`src/hdl/btx_pkg.sv`:
```
// Constants and carriers for the toggle and flag-branch executor
package btx_pkg;
    localparam int          PC_W           = 21;
    localparam int          ADDR_W         = 12;
    localparam logic [3:0]  OPC_TOGGLE     = 4'h7;
    localparam logic [7:0]  OPC_BR_OVF     = 8'hE4;
    localparam logic [7:0]  OPC_BR_ZERO    = 8'hE0;
    localparam logic [7:0]  IDX_LIMIT      = 8'h5F;
    localparam logic [7:0]  COMMON_SPLIT   = 8'h80;
    localparam logic [3:0]  COMMON_LO_BANK = 4'h0;
    localparam logic [3:0]  COMMON_HI_BANK = 4'hF;
    localparam logic [1:0]  Q1 = 2'h0;
    localparam logic [1:0]  Q2 = 2'h1;
    localparam logic [1:0]  Q3 = 2'h2;
    localparam logic [1:0]  Q4 = 2'h3;

    typedef struct packed {
        logic              we;
        logic [ADDR_W-1:0] addr;
        logic [7:0]        wdata;
    } mem_wr_t;

    typedef struct packed {
        logic            we;
        logic [PC_W-1:0] target;
    } pc_wr_t;
endpackage

```
`src/hdl/btx_qphase.sv`:
```
// Four-phase sequencer producing the Q1..Q4 phase and a cycle-end pulse in Q4
`timescale 1ns/1ps
`default_nettype none
module btx_qphase (
    input  wire logic       i_clk,
    input  wire logic       i_rst,
    output logic      [1:0] o_phase,
    output logic            o_last
);
    logic [1:0] phase_ff;
    wire  [1:0] nxt_phase = phase_ff + 2'h1;

    always_ff @(posedge i_clk or posedge i_rst) begin
        if (i_rst) begin
            phase_ff <= btx_pkg::Q1;
        end else begin
            phase_ff <= nxt_phase;
        end
    end

    assign o_phase = phase_ff;
    assign o_last  = (phase_ff == btx_pkg::Q4);
endmodule
`default_nettype wire

```
`src/hdl/btx_exec.sv`:
```
// Executor for bit toggle and overflow/zero relative branches
`timescale 1ns/1ps
`default_nettype none
module btx_exec (
    input  wire logic                    I_CLK,
    input  wire logic                    I_SYS_RST,
    input  wire logic             [15:0] I_INSTR,
    input  wire logic                    I_INSTR_VALID,
    input  wire logic [btx_pkg::PC_W-1:0] I_PC,
    input  wire logic              [3:0] I_BANK_SEL,
    input  wire logic              [7:0] I_FSR2,
    input  wire logic                    I_EXT_EN,
    input  wire logic              [7:0] I_RDATA,
    input  wire logic                    I_FLAG_OVF,
    input  wire logic                    I_FLAG_ZERO,
    output logic      [1:0]              O_PHASE,
    output logic [btx_pkg::ADDR_W-1:0]   O_RADDR,
    output logic                         O_RE,
    output btx_pkg::mem_wr_t             O_MEM_WR,
    output btx_pkg::pc_wr_t              O_PC_WR,
    output logic                         O_FLAG_WE,
    output logic                         O_FLUSH
);
    typedef enum logic [2:0] {
        S_EXEC  = 3'b001,
        S_NOP   = 3'b010,
        S_IDLE  = 3'b100
    } state_t;

    state_t                      state_ff;
    state_t                      nxt_state;
    logic [1:0]                  phase;
    logic                        q_last;
    logic [15:0]                 ir_ff;
    logic                        ir_ok_ff;
    logic [7:0]                  data_ff;
    logic [btx_pkg::PC_W-1:0]    target_ff;
    logic                        take_ff;
    logic [1:0]                  phase_ff;
    logic [btx_pkg::ADDR_W-1:0]  raddr_ff;
    logic                        re_ff;
    btx_pkg::mem_wr_t            mem_wr_ff;
    btx_pkg::pc_wr_t             pc_wr_ff;
    logic                        flush_ff;
    logic                        flag_we_ff;

    btx_qphase u_qphase (
        .i_clk   (I_CLK),
        .i_rst   (I_SYS_RST),
        .o_phase (phase),
        .o_last  (q_last)
    );

    // Resolve an 8-bit file field to a full data address
    function automatic logic [btx_pkg::ADDR_W-1:0] resolve(
        input logic [7:0] f, input logic a, input logic ext,
        input logic [3:0] bank_sel, input logic [7:0] fsr);
        logic [btx_pkg::ADDR_W-1:0] r;
        r = {bank_sel, f};
        if (!a && ext && (f <= btx_pkg::IDX_LIMIT)) begin
            r = {4'h0, fsr} + {4'h0, f};
        end else if (!a) begin
            r = (f < btx_pkg::COMMON_SPLIT) ?
                {btx_pkg::COMMON_LO_BANK, f} :
                {btx_pkg::COMMON_HI_BANK, f};
        end
        return r;
    endfunction

    wire        is_tgl  = ir_ok_ff && (ir_ff[15:12] == btx_pkg::OPC_TOGGLE);
    wire        is_br_ovf  = ir_ok_ff &&
                             (ir_ff[15:8] == btx_pkg::OPC_BR_OVF);
    wire        is_br_zero = ir_ok_ff &&
                             (ir_ff[15:8] == btx_pkg::OPC_BR_ZERO);
    wire [2:0]  bit_idx = ir_ff[11:9];
    wire        acc_bit = ir_ff[8];
    wire [7:0]  fld     = ir_ff[7:0];
    wire [7:0]  tgl_mask = 8'h01 << bit_idx;
    wire        cond    = (is_br_ovf && I_FLAG_OVF) ||
                          (is_br_zero && I_FLAG_ZERO);
    // Offset sign-extended and doubled; I_PC already points past the word
    wire [btx_pkg::PC_W-1:0] off2 =
        {{(btx_pkg::PC_W-9){fld[7]}}, fld, 1'b0};
    wire [btx_pkg::PC_W-1:0] nxt_target = I_PC + off2;
    wire [btx_pkg::ADDR_W-1:0] faddr =
        resolve(fld, acc_bit, I_EXT_EN, I_BANK_SEL, I_FSR2);
    wire        in_exec = (state_ff == S_EXEC);

    // Latch the word in Q4 so it decodes in the next Q1; a taken branch
    // drops the prefetched word, hence the no-op cycle
    always_ff @(posedge I_CLK or posedge I_SYS_RST) begin
        if (I_SYS_RST) begin
            ir_ff    <= 16'h0000;
            ir_ok_ff <= 1'b0;
        end else if (q_last) begin
            ir_ff    <= I_INSTR;
            ir_ok_ff <= I_INSTR_VALID && (nxt_state == S_EXEC);
        end
    end

    always_comb begin
        nxt_state = state_ff;
        if (q_last) begin
            case (state_ff)
                S_EXEC: begin
                    nxt_state = take_ff ? S_NOP : S_EXEC;
                end
                default: begin
                    nxt_state = S_EXEC;
                end
            endcase
        end
    end

    always_ff @(posedge I_CLK or posedge I_SYS_RST) begin
        if (I_SYS_RST) begin
            state_ff  <= S_IDLE;
            data_ff   <= 8'h00;
            target_ff <= '0;
            take_ff   <= 1'b0;
        end else begin
            state_ff <= nxt_state;
            if (in_exec && phase == btx_pkg::Q2) begin
                data_ff   <= I_RDATA;
                target_ff <= nxt_target;
            end
            if (in_exec && phase == btx_pkg::Q3) begin
                data_ff <= data_ff ^ tgl_mask;
                take_ff <= cond;
            end else if (q_last) begin
                take_ff <= 1'b0;
            end
        end
    end

    // Registered outputs are set one clock ahead, so O_PHASE and each
    // one-cycle strobe stand in the same phase
    always_ff @(posedge I_CLK or posedge I_SYS_RST) begin
        if (I_SYS_RST) begin
            phase_ff  <= btx_pkg::Q1;
            raddr_ff  <= '0;
            re_ff     <= 1'b0;
            mem_wr_ff <= '0;
            pc_wr_ff  <= '0;
            flush_ff  <= 1'b0;
            flag_we_ff <= 1'b0;
        end else begin
            phase_ff  <= phase + 2'h1;
            flag_we_ff <= 1'b0;
            re_ff     <= in_exec && is_tgl && phase == btx_pkg::Q1;
            raddr_ff  <= faddr;
            mem_wr_ff.we    <= in_exec && is_tgl &&
                               phase == btx_pkg::Q3;
            mem_wr_ff.addr  <= faddr;
            mem_wr_ff.wdata <= data_ff ^ tgl_mask;
            pc_wr_ff.we     <= in_exec && cond &&
                               phase == btx_pkg::Q3;
            pc_wr_ff.target <= target_ff;
            flush_ff        <= in_exec && cond && phase == btx_pkg::Q3;
        end
    end

    assign O_PHASE   = phase_ff;
    assign O_RADDR   = raddr_ff;
    assign O_RE      = re_ff;
    assign O_MEM_WR  = mem_wr_ff;
    assign O_PC_WR   = pc_wr_ff;
    assign O_FLUSH   = flush_ff;
    assign O_FLAG_WE = flag_we_ff;

    a_pc_write_taken: assert property (
        @(posedge I_CLK) disable iff (I_SYS_RST)
        O_PC_WR.we |-> O_PHASE == btx_pkg::Q4 && $past(cond))
        else $error("PC written outside Q4 or without condition");
    a_toggle_one_bit: assert property (
        @(posedge I_CLK) disable iff (I_SYS_RST)
        O_MEM_WR.we |->
        (O_MEM_WR.wdata ^ $past(I_RDATA, 2)) == (8'h01 << bit_idx))
        else $error("Toggle changed other than the selected bit");
    a_toggle_q4_write: assert property (
        @(posedge I_CLK) disable iff (I_SYS_RST)
        O_MEM_WR.we |-> O_PHASE == btx_pkg::Q4 && $past(O_RE, 2))
        else $error("Toggle write not in Q4 after Q2 read");
    a_read_q2: assert property (
        @(posedge I_CLK) disable iff (I_SYS_RST)
        O_RE |-> O_PHASE == btx_pkg::Q2 && in_exec)
        else $error("File read outside Q2 of an exec cycle");
    a_write_back_addr: assert property (
        @(posedge I_CLK) disable iff (I_SYS_RST)
        O_MEM_WR.we |-> O_MEM_WR.addr == $past(O_RADDR, 2))
        else $error("Toggle wrote a location other than the one read");
    a_taken_nop: assert property (
        @(posedge I_CLK) disable iff (I_SYS_RST)
        O_PC_WR.we |=> state_ff == S_NOP ##4 state_ff == S_EXEC)
        else $error("Taken branch lacks one no-op cycle");
    a_flush_pair: assert property (
        @(posedge I_CLK) disable iff (I_SYS_RST)
        O_FLUSH == O_PC_WR.we)
        else $error("Flush not paired with PC write");
    a_nop_quiet: assert property (
        @(posedge I_CLK) disable iff (I_SYS_RST)
        state_ff == S_NOP |-> !O_RE && !O_MEM_WR.we && !O_PC_WR.we)
        else $error("Activity during the no-op cycle");
    a_ovf_cond: assert property (
        @(posedge I_CLK) disable iff (I_SYS_RST)
        in_exec && is_br_ovf && phase == btx_pkg::Q3 && !I_FLAG_OVF
        |=> !O_PC_WR.we)
        else $error("Overflow branch taken with flag clear");
    a_ovf_taken: assert property (
        @(posedge I_CLK) disable iff (I_SYS_RST)
        in_exec && is_br_ovf && phase == btx_pkg::Q3 && I_FLAG_OVF
        |=> O_PC_WR.we)
        else $error("Overflow branch not taken with flag set");
    a_zero_cond: assert property (
        @(posedge I_CLK) disable iff (I_SYS_RST)
        in_exec && is_br_zero && phase == btx_pkg::Q3 && I_FLAG_ZERO
        |=> O_PC_WR.we)
        else $error("Zero branch not taken with flag set");
    a_zero_clear: assert property (
        @(posedge I_CLK) disable iff (I_SYS_RST)
        in_exec && is_br_zero && phase == btx_pkg::Q3 && !I_FLAG_ZERO
        |=> !O_PC_WR.we)
        else $error("Zero branch taken with flag clear");
    a_target_calc: assert property (
        @(posedge I_CLK) disable iff (I_SYS_RST)
        O_PC_WR.we |-> O_PC_WR.target == $past(I_PC, 2) +
        {{(btx_pkg::PC_W-9){fld[7]}}, fld, 1'b0})
        else $error("Branch target mismatch");
    a_flags_kept: assert property (
        @(posedge I_CLK) disable iff (I_SYS_RST)
        !O_FLAG_WE)
        else $error("Status flag write asserted");
    a_access_bank: assert property (
        @(posedge I_CLK) disable iff (I_SYS_RST)
        O_RE && acc_bit |-> O_RADDR == {$past(I_BANK_SEL), $past(fld)})
        else $error("Banked address not from bank select");
    a_common_bank: assert property (
        @(posedge I_CLK) disable iff (I_SYS_RST)
        O_RE && !acc_bit &&
        (!$past(I_EXT_EN) || fld > btx_pkg::IDX_LIMIT) |->
        O_RADDR[btx_pkg::ADDR_W-1 -: 4] == (fld[7] ?
        btx_pkg::COMMON_HI_BANK : btx_pkg::COMMON_LO_BANK))
        else $error("Common bank address wrong");
    a_indexed_mode: assert property (
        @(posedge I_CLK) disable iff (I_SYS_RST)
        O_RE && !acc_bit && $past(I_EXT_EN) && fld <= btx_pkg::IDX_LIMIT |->
        O_RADDR == {4'h0, $past(I_FSR2)} + {4'h0, fld})
        else $error("Indexed literal offset address wrong");
endmodule
`default_nettype wire

```
`config.mk`:
```
export PLATFORM = sky130hd
export DESIGN_NAME = btx_exec
export DESIGN_NICKNAME = d
export VERILOG_FILES = /design/src/hdl/btx_pkg.sv /design/src/hdl/btx_qphase.sv /design/src/hdl/btx_exec.sv
export SDC_FILE = /design/constraint.sdc
export NUM_CORES = 1
export LEC_CHECK = 0
export BUFFER_PORTS_ARGS = -buffer_cell sky130_fd_sc_hd__buf_2
export CORE_MARGIN = 4
export CORE_UTILIZATION = 30
export CTS_CLUSTER_SIZE = 8
export DETAILED_ROUTE_END_ITERATION = 8
export SKIP_LAST_GASP = 1
export SLEW_MARGIN = 25
export SYNTH_ARGS = -nofsm -noshare
export SYNTH_HDL_FRONTEND = slang
export SYNTH_SLANG_ARGS = --single-unit
```
`constraint.sdc`:
```
create_clock -name I_CLK -period 3.1 [get_ports I_CLK]
set_input_delay 0.31 -clock I_CLK [delete_from_list [all_inputs] [get_ports I_CLK]]
set_output_delay 0.31 -clock I_CLK [all_outputs]
set_load 0.01 [all_outputs]
```
==> results.yml <==
worst_hold_path:
  hold_path_class: "primary input to asynchronous set/reset pin"
drt:
  drc: 0
  drtIter0Drc: 218
  drt_wl_total_mm: 11.73
  viasPerCell: 4.675
  via_count: 3693
  avgRoutedWirePerCell_um: 14.85
  first_pass_iters: 5
  postRouteAntennaNets: 0
placement:
  pre_cts_slack_ns: 0.6749
  hpwl_mm: 8.862
  place_area_um2: 5608
  place_inst: 773
  gp_congestion: 0.8243
  port_buffers: 121
final_layout:
  num-fill-cells: 1608
  instances_no_fill: 790
  multiInputGateArea_um2: 2220
  drive_above_1_share_pct: 29.32
  stdcell_area_um2: 5916
  mostFrequentLayoutCells: "buf_2 (121), dfrtp_1 (95), nand2_1 (57)"
  regArea_um2: 2404
  final_nets: 664
  postLayoutCoreUtil_pct: 37.24
  area_growth_pct: 21.92
  layout_commonest_cell: "buf_2"
logic_synthesis:
  synthFlopType: "dfrtp_1"
  yosysTopAreaCell: "dfrtp_1"
  yosysSeqAreaShare_pct: 49.54
  synth.distinct_cells: 55
  yosys.area.top_type_share_pct: 48.99
  synthCells: 462
  synth_seq_cells: 96
  synth_nets: 558
  synth.avg_cell_area_um2: 10.50
  synth_edf_count: 0
  yosysWarningCount: 0
  async_reset_ff_share_pct: 100.0
  ys_top_cells_by_area: "dfrtp_1 (49%), ha_1 (8.0%), mux2_2 (4.9%)"
  syn_area_um2: 4852
grt:
  grt_max_degree: 97
  grt_pass1_vias: 3754
  grt-ovfl-total: 0
  antenna_found_initial: 1
  grt_util_all_layers_pct: 12.97
  grt_pass1_wl_mm: 18.74
timing:
  worstMarginPinSlew_ns: 0.7425
  finalHoldViolCount: 0
  setup_ws_ns: 0.6938
  drv_slew: 0
  fin_skew_ns: 0.009740
  max_clock_freq_ghz: 0.4156
  fin_tns_setup_ns: 0
  period_minus_slack_ns: 2.406
  rsz0062_at_grt: "no"
  setup-violations-final: 0
  post-route-period-util_pct: 77.62
  slew_headroom_pct: 50.50
run_status:
  status: "complete, no violations"
critical_path:
  r2r_setup_slack_ns: 0.69
  r2r_end: "target_ff[19]"
  cp-start-kind: "flop"
  worstSetupStartpoint: "ir_ff[7]"
  crit_type: "flop to flop"
  required_ns: 3.31
  crit_fanout: 11
  reg2reg_from: "ir_ff[7]"
  crit_arrival_ns: 2.61
  crit_path_end_kind: "flop"
  reg2reg_depth: 7
floorplanning:
  coreArea_um2: 15890
  io_pins: 123
  start_util_pct: 30.55
  rows: 46
  chipHeight_um: 135.2
  die-area_um2: 18270
  fp.dieW_um: 135.2
pwr:
  total_leakage_power_nw: 2.802
  p_per_area_nw_per_um2: 537.4
  max-vdd-ir-drop_uv: 254.3
flow_run:
  drv_cap: 0
cts:
  h-tree-depth: 3
  numCtsBuffers: 9
  cts_tree: "yes"
  cts_resized: 0
  clock_path_buffers: 2
  hold_buffers: 0
  clock_sinks: 96
  cts_root_buf: "clkbuf_16"
  path_clk_slew_ns: 0.07
  clock_latency_ns: 0.35
  post_cts_buffers: 0
[cell type report]
cell class,count,area share [%]
Antenna cell,1,0.04230
Clock buffer,10,4.040
Clock inverter,6,1.121
Inverter,15,0.9941
Multi-Input combinational cell,320,37.52
Sequential cell,96,40.63
Tap cell,216,4.569
Timing Repair Buffer,126,11.08
[worst max-delay path by stage]
stage | to | slack, ns
floorplan | O_FLUSH | 0.29
global placement | target_ff[20] | 0.78
detailed placement | target_ff[19] | 0.67
CTS | target_ff[19] | 0.67
global route | target_ff[19] | 0.53
finish | target_ff[19] | 0.69
[power by group]
part	total, mW	switching, mW	internal (mW)
clock	1.14	0.485	0.650
sequential	1.48	0.0751	1.40
combinational	0.566	0.313	0.252
total	3.18	0.873	2.31
[metrics by stage]
stage,power [mW],hold WS (ns)
floorplan,1.865,0.3501
global placement,2.059,0.3552
detailed placement,2.076,0.3598
CTS,3.237,0.1019
global route,3.356,0.1361
finish,3.179,0.02520
[critical path, stage by stage, from the launching register on]
cell	delay (ns)
dfrtp_1	0.54
ha_1	0.48
nand2_1	0.14
a211oi_1	0.24
a31oi_1	0.09
a2111oi_1	0.43
mux2i_1	0.23
o311ai_1	0.11
[cells by family (layout without fill, tap and decap cells)]
family          after synthesis  after routing  synth area share [%]
simple gates                129            129                 12.43
flops                        96             96                 49.54
other cells                   1              2               0.07729
mux                          29             29                 6.524
xor+xnor                     26             26                 4.693
compound gates              102            102                 13.20
buf+inv                      46            157                 4.719
fa+ha+maj                    33             33                 8.819
[Yosys cell counts, types with 2 or more instances]
| cell | number |
|---|---|
| nand3_1 | 13 |
| xor2_1 | 9 |
| fa_1 | 2 |
| a21o_1 | 9 |
| buf_2 | 3 |
| a31oi_1 | 7 |
| dfrtp_1 | 95 |
| nor3b_1 | 5 |
| o31ai_1 | 3 |
| a211oi_1 | 5 |
| and2_1 | 3 |
| buf_1 | 2 |
| nor2_1 | 25 |
| o21a_1 | 4 |
| ha_1 | 31 |
| clkbuf_1 | 12 |
| mux2_2 | 21 |
| buf_4 | 14 |
| a21oi_1 | 18 |
| o21ai_0 | 8 |
| o21bai_1 | 3 |
| inv_1 | 15 |
| o22ai_1 | 2 |
| nand4_1 | 2 |
| xnor2_1 | 17 |
| nor4b_1 | 2 |
| nand3b_1 | 4 |
| nand2_1 | 57 |
| o211ai_1 | 2 |
| nand2b_1 | 2 |
| o21ai_1 | 29 |
| mux2i_1 | 8 |
| or3_1 | 2 |
| nor3_1 | 7 |
[flip-flops by register name, indices dropped and copies added (netlist names), 2 cells and up]
signal     count
O_PC_WR       21
ir_ff         16
O_PHASE        2
state_ff       3
target_ff     21
O_MEM_WR      21
data_ff        8
[routing by layer]
| metal | part of all wire, % | track usage, % |
|---|---|---|
| met1 | 43 | 16.41 |
| met2 | 48 | 20.74 |
| met3 | 6.0 | 3.566 |
| met4 | 2.7 | 5.879 |
| met5 | 0 | 0 |
Power figures use the tool's default switching activity.
